--- config.mk ---
export PLATFORM = sky130hd
export DESIGN_NAME = axi_lite_jtag_shifter
export DESIGN_NICKNAME = d
export VERILOG_FILES = /design/src/logic/jtag_shifter_pkg.sv /design/src/logic/axi_lite_jtag_shifter.sv
export SDC_FILE = /design/constraint.sdc
export NUM_CORES = 1
export LEC_CHECK = 0
export ABC_AREA = 0
export BUFFER_PORTS_ARGS = -buffer_cell sky130_fd_sc_hd__buf_2
export CAP_MARGIN = 20
export CORE_MARGIN = 5
export CORE_UTILIZATION = 54
export DETAILED_ROUTE_END_ITERATION = 7
export PLACE_DENSITY_LB_ADDON = 0.08
export SLEW_MARGIN = 20
export SYNTH_ARGS = -nofsm -noshare
export SYNTH_HDL_FRONTEND = slang
export SYNTH_SLANG_ARGS = --single-unit
--- constraint.sdc ---
create_clock -name MCLK_I -period 2.4 [get_ports MCLK_I]
set_clock_uncertainty 0.2 [all_clocks]
set_input_delay 0.12 -clock MCLK_I [delete_from_list [all_inputs] [get_ports MCLK_I]]
set_output_delay 0.12 -clock MCLK_I [all_outputs]
set_load 0.1 [all_outputs]
--- src/logic/jtag_shifter_pkg.sv ---
// Constants, register map and state encoding for the AXI4-Lite JTAG shifter
// Function
// - Registers are reached as an AXI4-Lite slave with single-beat reads and writes.
// - Offset 0x00 holds the bit count of the next shift.
// - Offset 0x04 holds the TMS bits, one per TCK cycle.
// - Offset 0x08 holds the TDI bits, one per TCK cycle.
// - Offset 0x0C gathers the TDO samples taken during a shift.
// - Writing one to bit 0 of offset 0x10 starts a shift with the loaded words.
// - Count, TMS and TDI may be written in any order; only the start bit moves the pins.
// - The start bit clears itself when the shift is done.
// - One shift handles at most 32 bits.
// - TCK toggles at the bus clock divided by a build-time ratio.
// - TCK, TMS and TDI all come from the bus clock through the divider.
package jtag_shifter_pkg;
   localparam int ADDR_W = 5;
   localparam int DATA_W = 32;
   localparam logic [ADDR_W-1:0] OFF_COUNT = 5'h00;
   localparam logic [ADDR_W-1:0] OFF_TMS = 5'h04;
   localparam logic [ADDR_W-1:0] OFF_TDI = 5'h08;
   localparam logic [ADDR_W-1:0] OFF_TDO = 5'h0c;
   localparam logic [ADDR_W-1:0] OFF_CTRL = 5'h10;
   localparam int CTRL_START_BIT = 0;
   localparam logic [DATA_W-1:0] REG_RESET = 32'h0;
   localparam logic [5:0] MAX_BITS = 6'h20;
   localparam logic [1:0] RESP_OKAY = 2'h0;
   localparam logic [1:0] RESP_SLVERR = 2'h2;
   // TCK divide ratio, bus clock cycles per TCK period (even, >= 2)
   localparam int TCK_RATIO = 16;
   localparam int HALF_W = 8;
   localparam logic [HALF_W-1:0] HALF_LAST = HALF_W'(TCK_RATIO / 2 - 1);
   typedef enum logic [1:0] {
      ST_IDLE = 2'b00,
      ST_LOW = 2'b01,
      ST_HIGH = 2'b11,
      ST_DONE = 2'b10
   } shift_state_e;
endpackage

--- src/logic/axi_lite_jtag_shifter.sv ---
// AXI4-Lite slave that shifts up to 32 bits onto a JTAG chain
`timescale 1ns/1ps
module axi_lite_jtag_shifter
   import jtag_shifter_pkg::*;
(
   // Clock and reset
   input wire logic MCLK_I,
   input wire logic RST_N_I,
   // AXI4-Lite write address
   input wire logic [jtag_shifter_pkg::ADDR_W-1:0] S_AXI_AWADDR_I,
   input wire logic S_AXI_AWVALID_I,
   output logic S_AXI_AWREADY_O,
   // AXI4-Lite write data
   input wire logic [jtag_shifter_pkg::DATA_W-1:0] S_AXI_WDATA_I,
   input wire logic [3:0] S_AXI_WSTRB_I,
   input wire logic S_AXI_WVALID_I,
   output logic S_AXI_WREADY_O,
   // AXI4-Lite write response
   output logic [1:0] S_AXI_BRESP_O,
   output logic S_AXI_BVALID_O,
   input wire logic S_AXI_BREADY_I,
   // AXI4-Lite read address
   input wire logic [jtag_shifter_pkg::ADDR_W-1:0] S_AXI_ARADDR_I,
   input wire logic S_AXI_ARVALID_I,
   output logic S_AXI_ARREADY_O,
   // AXI4-Lite read data
   output logic [jtag_shifter_pkg::DATA_W-1:0] S_AXI_RDATA_O,
   output logic [1:0] S_AXI_RRESP_O,
   output logic S_AXI_RVALID_O,
   input wire logic S_AXI_RREADY_I,
   // JTAG pins
   output logic TCK_O,
   output logic TMS_O,
   output logic TDI_O,
   input wire logic TDO_I
);
   import jtag_shifter_pkg::*;
   function automatic logic [DATA_W-1:0] merge_strb(input logic [DATA_W-1:0] old_v,
      input logic [DATA_W-1:0] new_v, input logic [3:0] strb);
      logic [DATA_W-1:0] r;
      r = old_v;
      for (int b = 0; b < 4; b++) begin
         if (strb[b]) begin
            r[b*8 +: 8] = new_v[b*8 +: 8];
         end
      end
      return r;
   endfunction
   // ***************************************************
   // TDO synchroniser, three stages
   // ***************************************************
   logic [2:0] tdo_sync_reg;
   logic tdo_level_reg, tdo_level_next;
   always_comb begin
      tdo_level_next = tdo_level_reg;
      if (tdo_sync_reg[1] == tdo_sync_reg[2]) begin
         tdo_level_next = tdo_sync_reg[2];
      end
   end
   always_ff @(posedge MCLK_I or negedge RST_N_I) begin
      if (!RST_N_I) begin
         tdo_sync_reg <= 3'h0;
         tdo_level_reg <= 1'b0;
      end else begin
         tdo_sync_reg <= {tdo_sync_reg[1:0], TDO_I};
         tdo_level_reg <= tdo_level_next;
      end
   end

   // ***************************************************
   // Register file and bus slave
   // ***************************************************
   logic [DATA_W-1:0] count_reg, count_next;
   logic [DATA_W-1:0] tms_reg, tms_next;
   logic [DATA_W-1:0] tdi_reg, tdi_next;
   logic [DATA_W-1:0] tdo_reg, tdo_next;
   logic [DATA_W-1:0] ctrl_reg, ctrl_next;
   logic bvalid_reg, bvalid_next, rvalid_reg, rvalid_next;
   logic [1:0] bresp_reg, bresp_next, rresp_reg, rresp_next;
   logic [DATA_W-1:0] rdata_reg, rdata_next;
   logic wr_go, rd_go, shift_done, tdo_capture;
   logic [4:0] bit_idx_reg;
   // Write taken when address and data both present and response slot free
   assign wr_go = S_AXI_AWVALID_I && S_AXI_WVALID_I && !bvalid_reg;
   assign rd_go = S_AXI_ARVALID_I && !rvalid_reg;
   assign S_AXI_AWREADY_O = wr_go;
   assign S_AXI_WREADY_O = wr_go;
   assign S_AXI_ARREADY_O = rd_go;
   always_comb begin
      count_next = count_reg;
      tms_next = tms_reg;
      tdi_next = tdi_reg;
      tdo_next = tdo_reg;
      ctrl_next = ctrl_reg;
      bvalid_next = bvalid_reg && !S_AXI_BREADY_I;
      bresp_next = bresp_reg;
      rvalid_next = rvalid_reg && !S_AXI_RREADY_I;
      rresp_next = rresp_reg;
      rdata_next = rdata_reg;
      if (tdo_capture) begin
         tdo_next[bit_idx_reg] = tdo_level_reg;
      end
      // Hardware clear first, so a host set in the same cycle wins
      if (shift_done) begin
         ctrl_next[CTRL_START_BIT] = 1'b0;
      end
      if (wr_go) begin
         bvalid_next = 1'b1;
         bresp_next = RESP_OKAY;
         case (S_AXI_AWADDR_I)
            OFF_COUNT: count_next = merge_strb(count_reg, S_AXI_WDATA_I, S_AXI_WSTRB_I);
            OFF_TMS: tms_next = merge_strb(tms_reg, S_AXI_WDATA_I, S_AXI_WSTRB_I);
            OFF_TDI: tdi_next = merge_strb(tdi_reg, S_AXI_WDATA_I, S_AXI_WSTRB_I);
            OFF_TDO: tdo_next = merge_strb(tdo_next, S_AXI_WDATA_I, S_AXI_WSTRB_I);
            OFF_CTRL: ctrl_next = merge_strb(ctrl_next, S_AXI_WDATA_I, S_AXI_WSTRB_I);
            default: bresp_next = RESP_SLVERR;
         endcase
      end
      if (rd_go) begin
         rvalid_next = 1'b1;
         rresp_next = RESP_OKAY;
         case (S_AXI_ARADDR_I)
            OFF_COUNT: rdata_next = count_reg;
            OFF_TMS: rdata_next = tms_reg;
            OFF_TDI: rdata_next = tdi_reg;
            OFF_TDO: rdata_next = tdo_reg;
            OFF_CTRL: rdata_next = ctrl_reg;
            default: begin
               rdata_next = REG_RESET;
               rresp_next = RESP_SLVERR;
            end
         endcase
      end
   end
   always_ff @(posedge MCLK_I or negedge RST_N_I) begin
      if (!RST_N_I) begin
         count_reg <= REG_RESET;
         tms_reg <= REG_RESET;
         tdi_reg <= REG_RESET;
         tdo_reg <= REG_RESET;
         ctrl_reg <= REG_RESET;
         bvalid_reg <= 1'b0;
         bresp_reg <= RESP_OKAY;
         rvalid_reg <= 1'b0;
         rresp_reg <= RESP_OKAY;
         rdata_reg <= REG_RESET;
      end else begin
         count_reg <= count_next;
         tms_reg <= tms_next;
         tdi_reg <= tdi_next;
         tdo_reg <= tdo_next;
         ctrl_reg <= ctrl_next;
         bvalid_reg <= bvalid_next;
         bresp_reg <= bresp_next;
         rvalid_reg <= rvalid_next;
         rresp_reg <= rresp_next;
         rdata_reg <= rdata_next;
      end
   end
   assign S_AXI_BVALID_O = bvalid_reg;
   assign S_AXI_BRESP_O = bresp_reg;
   assign S_AXI_RVALID_O = rvalid_reg;
   assign S_AXI_RRESP_O = rresp_reg;
   assign S_AXI_RDATA_O = rdata_reg;

   // ***************************************************
   // Shift engine with TCK divider
   // ***************************************************
   shift_state_e state_reg, state_next;
   logic [HALF_W-1:0] div_reg, div_next;
   logic [5:0] left_reg, left_next;
   logic [4:0] bit_idx_next;
   logic tck_reg, tck_next, tms_out_reg, tms_out_next;
   logic tdi_out_reg, tdi_out_next, half_end;
   logic [5:0] req_bits;
   assign half_end = (div_reg == HALF_LAST);
   // Count clipped to one word, zero treated as no work
   assign req_bits = (count_reg > DATA_W'(MAX_BITS)) ? MAX_BITS : count_reg[5:0];
   assign tdo_capture = (state_reg == ST_LOW) && half_end;
   assign shift_done = (state_reg == ST_DONE);
   always_comb begin
      state_next = state_reg;
      div_next = half_end ? '0 : div_reg + 1'b1;
      left_next = left_reg;
      bit_idx_next = bit_idx_reg;
      tck_next = tck_reg;
      tms_out_next = tms_out_reg;
      tdi_out_next = tdi_out_reg;
      case (state_reg)
         ST_IDLE: begin
            div_next = '0;
            tck_next = 1'b0;
            if (ctrl_reg[CTRL_START_BIT]) begin
               bit_idx_next = 5'h0;
               left_next = req_bits;
               if (req_bits == 6'h0) begin
                  state_next = ST_DONE;
               end else begin
                  tms_out_next = tms_reg[0];
                  tdi_out_next = tdi_reg[0];
                  state_next = ST_LOW;
               end
            end
         end
         ST_LOW: begin
            if (half_end) begin
               tck_next = 1'b1;
               left_next = left_reg - 1'b1;
               state_next = ST_HIGH;
            end
         end
         ST_HIGH: begin
            if (half_end) begin
               tck_next = 1'b0;
               if (left_reg == 6'h0) begin
                  state_next = ST_DONE;
               end else begin
                  bit_idx_next = bit_idx_reg + 1'b1;
                  tms_out_next = tms_reg[bit_idx_reg + 1'b1];
                  tdi_out_next = tdi_reg[bit_idx_reg + 1'b1];
                  state_next = ST_LOW;
               end
            end
         end
         ST_DONE: state_next = ST_IDLE;
         default: state_next = ST_IDLE;
      endcase
   end
   always_ff @(posedge MCLK_I or negedge RST_N_I) begin
      if (!RST_N_I) begin
         state_reg <= ST_IDLE;
         div_reg <= '0;
         left_reg <= 6'h0;
         bit_idx_reg <= 5'h0;
         tck_reg <= 1'b0;
         tms_out_reg <= 1'b0;
         tdi_out_reg <= 1'b0;
      end else begin
         state_reg <= state_next;
         div_reg <= div_next;
         left_reg <= left_next;
         bit_idx_reg <= bit_idx_next;
         tck_reg <= tck_next;
         tms_out_reg <= tms_out_next;
         tdi_out_reg <= tdi_out_next;
      end
   end
   assign TCK_O = tck_reg;
   assign TMS_O = tms_out_reg;
   assign TDI_O = tdi_out_reg;
endmodule

* Word level (Yosys, flattened, before mapping)
Cells that the tools add are included.
** Cells by class
- Reduce and logical (&&, ||, !) cells :: 42
- Shifts and indexed selects :: 0
- Muxes and demuxes :: 52
- $lt $le $gt $ge :: 4
- Equality and inequality tests :: 18
- Bitwise operators :: 0
- Add/subtract/negate cells :: 3
- Multiply operators :: 0
- Divide/modulo/power cells :: 0
** Operators by type and width (number)
- 32-bit one-hot mux with 5 select lines :: 1
- 32-bit 2-to-1 mux :: 3
- 3-bit AND reduction :: 19
- 8-bit 2-to-1 mux :: 6
- 32-bit bitwise mux :: 1
- 32-bit by 6-bit greater-than comparator with 1-bit output, second input constant :: 1
- 5-bit by 4-bit == test with 1-bit output, second input constant :: 4
- 1-bit 2-to-1 mux :: 19
- 6-bit 2-to-1 mux :: 3
- 5-bit 2-to-1 mux :: 3
- 2-bit 2-to-1 mux :: 7
- 6-bit zero test :: 2
- 5-bit by 6-bit < comparator with 1-bit output, second input constant :: 2
- 6-bit one-hot mux with 2 select lines :: 1
- 1-bit binary-select mux with 5-bit select :: 2
- 5-bit by 3-bit == test with 1-bit output, second input constant :: 2
- 5-bit == test, second input constant :: 2
- 5-bit zero test :: 2
- 2-bit inequality test, second input constant :: 5
- 5-bit one-hot mux with 2 select lines :: 1
- 5-bit OR reduction :: 2
- 8-bit by 1-bit adder with 8-bit output, second input constant :: 1
- 8-bit by 3-bit == test with 1-bit output, second input constant :: 1
- 2-bit one-hot mux with 4 select lines :: 1
- other kinds (16) :: 28
** Storage, ports and cells
- Word-level logic and storage cells :: 151
- Memories :: 0
- Latch bits :: 0
- RAM bits :: 0
- Bits in read-only memories :: 0
- Output and inout port bits :: 44
- Bits of input ports :: 54
- Bits in registers :: 226

* Logic depth before layout (Yosys ltp)
- Word-level depth :: 9
- Depth in mapped cells :: 10
- Gate-level depth less buffers :: 7

* Worst setup path before layout
OpenSTA, ideal clock, no wires.
- Kind :: register to register
- Start point :: register bvalid_reg, in the netlist S_AXI_BVALID_O
- End point :: register count_reg[1]
- Data required time :: 2.075 ns
- Buffers on the path :: 1
- Library setup time :: 0.125 ns
- Slack :: -0.497 ns
- Arrival :: 2.572 ns
- Period minus slack after synthesis :: 2.897 ns
- Stages on the path, launching flop included :: 5
- Path through :: dfrtp_1 > nor2_1 > buf_2 > nand3_1 > mux2_2
** On the way
- Cells in the longest elaborated chain, start to end :: 3
** Ends and longest elaborated chain
- start, declared :: line axi_lite_jtag_shifter.sv:78 : logic bvalid_reg, bvalid_next, rvalid_reg, rvalid_next;
- start signal, assigned :: line axi_lite_jtag_shifter.sv:153 : bvalid_reg <= bvalid_next;
- 1-bit zero test :: line axi_lite_jtag_shifter.sv:84 : assign wr_go = S_AXI_AWVALID_I && S_AXI_WVALID_I && !bvalid_reg;
- 1-bit logical AND :: line axi_lite_jtag_shifter.sv:84
- net S_AXI_AWREADY_O :: line axi_lite_jtag_shifter.sv:12 : output logic S_AXI_AWREADY_O,
- 3-bit AND reduction (no source line)
- end signal, assigned :: line axi_lite_jtag_shifter.sv:148 : count_reg <= count_next;
- end, declared :: line axi_lite_jtag_shifter.sv:73 : logic [DATA_W-1:0] count_reg, count_next;
The timed path passes the listed nets, and every way through them passes these cells.
A chain may end at the register's enable or synchronous reset.

* Worst setup path after layout
- Start point :: register bit_idx_reg[0]
- End point :: register tms_out_reg, in the netlist TMS_O
** On the way
- Cells in the longest elaborated chain, start to end :: 6
** Ends and longest elaborated chain
- start, declared :: line axi_lite_jtag_shifter.sv:82 : logic [4:0] bit_idx_reg;
- start signal, assigned :: line axi_lite_jtag_shifter.sv:242 : bit_idx_reg <= bit_idx_next;
- 5-bit by 1-bit adder with 5-bit output :: line axi_lite_jtag_shifter.sv:219 : tms_out_next = tms_reg[bit_idx_reg + 1'b1];
- 1-bit binary-select mux with 5-bit select :: line axi_lite_jtag_shifter.sv:219
- 1-bit 2-to-1 mux (implied by the code) :: line axi_lite_jtag_shifter.sv:219
- 1-bit 2-to-1 mux :: line axi_lite_jtag_shifter.sv:215 : if (left_reg == 6'h0) begin
- 1-bit 2-to-1 mux :: line axi_lite_jtag_shifter.sv:213 : if (half_end) begin
- 1-bit one-hot mux with 2 select lines :: line axi_lite_jtag_shifter.sv:189 : case (state_reg)
- end signal, assigned :: line axi_lite_jtag_shifter.sv:244 : tms_out_reg <= tms_out_next;
- end, declared :: line axi_lite_jtag_shifter.sv:173 : logic tck_reg, tck_next, tms_out_reg, tms_out_next;
No other way between the ends. The select of a mux whose other input is x is not followed.

==> run_summary.xml <==
<?xml version="1.0" encoding="UTF-8"?>
<metrics>
  <group name="finish">
    <metric name="final_area" unit="um2">13300</metric>
    <metric name="mostFrequentLayoutCells" unit="">sky130_fd_sc_hd__dfrtp_1 (222), sky130_fd_sc_hd__mux2_2 (128), sky130_fd_sc_hd__buf_2 (93), sky130_fd_sc_hd__nor2_1 (86), sky130_fd_sc_hd__a21oi_1 (73)</metric>
    <metric name="antennaDiodeCount" unit="">0</metric>
    <metric name="nFillCells" unit="">1532</metric>
    <metric name="layout.cells.most_common" unit="">sky130_fd_sc_hd__dfrtp_1</metric>
    <metric name="areaGrowthSynthToFinish" unit="%">24.4</metric>
    <metric name="final_layout_size_suffix_gt1_share" unit="%">33.0</metric>
    <metric name="finalCoreUtilization" unit="%">68.2</metric>
    <metric name="stdcell_count" unit="">1379</metric>
    <metric name="finalNetCount" unit="">1156</metric>
  </group>
  <group name="yosys">
    <metric name="synth_compound_gate_area_share" unit="%">13.7</metric>
    <metric name="synth_cell_types" unit="">61</metric>
    <metric name="number_of_flops_mapped_to_enable_cells_by_yosys" unit="">0</metric>
    <metric name="synth_top_family_by_area" unit="">multiplexers</metric>
    <metric name="synthesis.yosys.warnings" unit="">0</metric>
    <metric name="post_synth_mux_area_share" unit="%">20.3</metric>
    <metric name="post_synth_inst_count" unit="">905</metric>
    <metric name="mappedNetlistArea" unit="um2">10700</metric>
    <metric name="synthArstFlopShare" unit="%">100</metric>
    <metric name="synthXorXnorAreaFrac" unit="%">1.07</metric>
    <metric name="synth.ff_latch_count" unit="">224</metric>
    <metric name="register_area_share_after_synthesis" unit="%">52.3</metric>
    <metric name="yosys.area_share.adder" unit="%">0.794</metric>
    <metric name="most_used_flip_flop_cell_after_synthesis" unit="">sky130_fd_sc_hd__dfrtp_1</metric>
    <metric name="syn-mean-instance-area" unit="um2">11.8</metric>
    <metric name="synth-simple-area-share" unit="%">9.34</metric>
  </group>
  <group name="pwr">
    <metric name="seqPwrFrac" unit="%">40.9</metric>
    <metric name="power-per-cell-area" unit="nW/um2">824</metric>
    <metric name="leakage" unit="uW">0.00623</metric>
    <metric name="clock_power_share" unit="%">33.4</metric>
    <metric name="comb_power_share" unit="%">25.7</metric>
    <metric name="total_power_of_the_final_layout" unit="uW">11000</metric>
    <metric name="switchingPower" unit="uW">3440</metric>
    <metric name="cellInternalPower" unit="uW">7540</metric>
    <metric name="ir_drop" unit="uV">871</metric>
    <metric name="power.switching_fraction" unit="%">31.4</metric>
  </group>
  <group name="route">
    <metric name="met1Wirelength" unit="um">13700</metric>
    <metric name="routed_via_density" unit="">6.17</metric>
    <metric name="dr_total_vias" unit="">8508</metric>
    <metric name="drt.antenna.violating_nets" unit="">0</metric>
    <metric name="routed_wire_length_per_instance" unit="um">23.1</metric>
    <metric name="wirelength" unit="um">31800</metric>
    <metric name="routed-wl-met2" unit="um">14900</metric>
    <metric name="drt-initial-drc-count" unit="">825</metric>
    <metric name="dr_wl_met3" unit="um">2250</metric>
    <metric name="drc" unit="">0</metric>
    <metric name="detailedRoute.firstPassIterationCount" unit="">5</metric>
    <metric name="route.top_layer_used" unit="">met4</metric>
  </group>
  <group name="floorplanning">
    <metric name="pin_count" unit="">98</metric>
    <metric name="starting_density_of_the_core" unit="%">54.9</metric>
    <metric name="dieHeight" unit="um">151</metric>
    <metric name="fp-row-count" unit="">51</metric>
    <metric name="die_wd" unit="um">151</metric>
    <metric name="die_area" unit="um2">22800</metric>
    <metric name="core_region_area" unit="um2">19500</metric>
  </group>
  <group name="critical_path">
    <metric name="regToRegStartpoint" unit="">bit_idx_reg[0]</metric>
    <metric name="cp_slowest_stage_delay" unit="ns">0.57</metric>
    <metric name="worst-path-buf-inv" unit="">1</metric>
    <metric name="worst_setup_path_start_kind" unit="">flip-flop</metric>
    <metric name="worst_ep_required_time" unit="ns">2.59</metric>
    <metric name="timing.critical_path.arrival" unit="ns">2.58</metric>
    <metric name="timing.critical_path.max_delay_family" unit="">multiplexers</metric>
    <metric name="slowest_stage" unit="">sky130_fd_sc_hd__mux4_1</metric>
    <metric name="endpoint_kind" unit="">flip-flop</metric>
    <metric name="crit_path_cell_trace" unit="">buf_12 &gt; ha_4 &gt; xor2_4 &gt; mux4_1 &gt; mux2_2 &gt; o211ai_1 &gt; a31oi_1</metric>
    <metric name="cp-startpoint" unit="">bit_idx_reg[0]</metric>
    <metric name="cp_max_fo" unit="">4</metric>
    <metric name="criticalPathCategory" unit="">flip-flop to flip-flop</metric>
  </group>
  <group name="sta">
    <metric name="timing_worst_slew_pin_value" unit="ns">0.540</metric>
    <metric name="fmax" unit="GHz">0.419</metric>
    <metric name="period_minus_slack" unit="ns">2.39</metric>
    <metric name="unrepaired_setup_endpoints_after_global_routing" unit="">yes</metric>
    <metric name="hold_viol_final" unit="">0</metric>
    <metric name="period_share" unit="%">99.4</metric>
    <metric name="relSlewSlack" unit="%">63.8</metric>
    <metric name="finalSetupViolations" unit="">0</metric>
    <metric name="slew_viol_final" unit="">0</metric>
  </group>
  <group name="clock_tree">
    <metric name="clock_tree.htree_level_count" unit="">1</metric>
    <metric name="path_clk_slew" unit="ns">0.06</metric>
    <metric name="clockRootBuffer" unit="">sky130_fd_sc_hd__clkbuf_16</metric>
    <metric name="clock_insertion_delay_worst_skew" unit="ns">0.53</metric>
    <metric name="cts.sink_count" unit="">224</metric>
    <metric name="cts_buffer_depth" unit="">3</metric>
    <metric name="tritoncts" unit="">yes</metric>
    <metric name="cts_buffers" unit="">24</metric>
  </group>
  <group name="global_routing">
    <metric name="grt_antenna_before_repair" unit="">0</metric>
    <metric name="overflow" unit="">0</metric>
    <metric name="grt_pass1_wl" unit="um">50200</metric>
    <metric name="track_usage" unit="%">28.5</metric>
    <metric name="grt_pass1_vias" unit="">8810</metric>
    <metric name="grt_max_degree" unit="">94</metric>
  </group>
  <group name="placed_design">
    <metric name="routabilityCongestion" unit="">0.926</metric>
    <metric name="dp_cells" unit="">1275</metric>
    <metric name="dpl_cell_area" unit="um2">11900</metric>
    <metric name="port_buffer_cells" unit="">95</metric>
    <metric name="dp_hpwl" unit="um">20600</metric>
  </group>
  <group name="outcome">
    <metric name="outcome" unit="">finished clean</metric>
  </group>
  <group name="run">
    <metric name="reported_max_cap_violation_count" unit="">0</metric>
  </group>
  <group name="min_path">
    <metric name="hp-start" unit="">TDO_I</metric>
    <metric name="holdCritPathClass" unit="">input port to flip-flop</metric>
  </group>
</metrics>
[synth_stat cells (3+ instances only)]
cell / instances / share of area, %
sky130_fd_sc_hd__a222oi_1: 32 / 3.0
sky130_fd_sc_hd__mux2i_1: 48 / 4.5
sky130_fd_sc_hd__xnor2_1: 4 / 0.33
sky130_fd_sc_hd__nand3_1: 28 / 1.3
sky130_fd_sc_hd__buf_4: 4 / 0.28
sky130_fd_sc_hd__or3_1: 4 / 0.23
sky130_fd_sc_hd__nor3_1: 6 / 0.28
sky130_fd_sc_hd__inv_1: 13 / 0.46
sky130_fd_sc_hd__a21oi_1: 73 / 3.4
sky130_fd_sc_hd__o22ai_1: 3 / 0.18
sky130_fd_sc_hd__xor2_1: 6 / 0.49
sky130_fd_sc_hd__o21ai_0: 12 / 0.56
sky130_fd_sc_hd__nand3b_1: 6 / 0.42
sky130_fd_sc_hd__a22oi_1: 32 / 2.2
sky130_fd_sc_hd__a21o_1: 32 / 2.2
sky130_fd_sc_hd__and3_1: 5 / 0.29
sky130_fd_sc_hd__dfrtp_1: 224 / 52
sky130_fd_sc_hd__nor2b_1: 3 / 0.18
sky130_fd_sc_hd__ha_1: 6 / 0.70
sky130_fd_sc_hd__a2111oi_0: 3 / 0.25
sky130_fd_sc_hd__buf_2: 11 / 0.51
sky130_fd_sc_hd__a31oi_1: 7 / 0.41
sky130_fd_sc_hd__clkbuf_1: 32 / 1.1
sky130_fd_sc_hd__mux2_2: 128 / 13
sky130_fd_sc_hd__nand2_1: 18 / 0.63
sky130_fd_sc_hd__nor2_1: 88 / 3.1
sky130_fd_sc_hd__nor4_1: 10 / 0.58
sky130_fd_sc_hd__o31ai_1: 4 / 0.28
sky130_fd_sc_hd__nand4_1: 7 / 0.41
sky130_fd_sc_hd__nor2_2: 8 / 0.47
sky130_fd_sc_hd__mux4_2: 10 / 2.1
[layout make-up]
cell class              instances  area, um2  area share (%)
multi-input cells             620       4930            37.0
clock buffers                  36        706            5.30
clock inverters                 8       76.3           0.573
repair buffers                213       1620            12.2
flip-flops and latches        224       5610            42.1
well taps                     265        332            2.49
inverters                      13       53.8           0.404
[power groups by stage]
stage / registers (uW) / clock network, uW / logic (uW)
final: 4500 / 3670 / 2820
after global routing: 4540 / 3890 / 3080
after CTS: 4490 / 3730 / 2630
after detailed placement: 4550 / 0 / 2520
after global placement: 4540 / 0 / 2480
after floorplan: 4680 / 0 / 1540
[stage by stage]
stage / setup TNS [ns] / worst slack, ns / hold slack [ns]
floorplan: -0.00848 / -0.00848 / -0.376
detailed placement: -0.0959 / -0.0678 / -0.199
CTS: 0 / 0.0114 / 0.0416
finish: 0 / 0.0143 / 0.0358
global route: -0.163 / -0.0838 / 0.0432
global placement: 0 / 0.00116 / -0.196
[routing by layer]
layer	up-vias	global-route usage, %
met5	-	0
met3	61	5.48
met1	4313	40.1
li1	3805	-
met2	329	45.5
met4	0	8.34
[path summary, 6_finish.rpt]
kind,end,slack [ns],cells past startpoint
max in group asynchronous,S_AXI_BVALID_O,0.97,4
hold reg to reg,tdo_sync_reg[1],0.15,0
min in group asynchronous,count_reg[7],0.51,4
setup / recovery,TMS_O,0.01,7
hold / removal,tdo_sync_reg[0],0.04,2
setup reg to reg,TMS_O,0.01,7
[what timing repair did]
item                                   4_1_cts  5_1_grt
endpoints found under the hold margin      388        0
hold buffers                                52        0
gates resized for setup                      2       11
pin swaps                                    1        5
setup endpoints to repair                    2        5
setup buffers                                1        7
[logic make-up after synthesis]
kind of cell    Yosys count
buf+inv                  62
fa+ha+maj                 7
xor+xnor                 11
mux                     187
compound gates          213
simple gates            200
other cells               1
flops                   224
No activity file was read; power rests on OpenSTA's default activity.
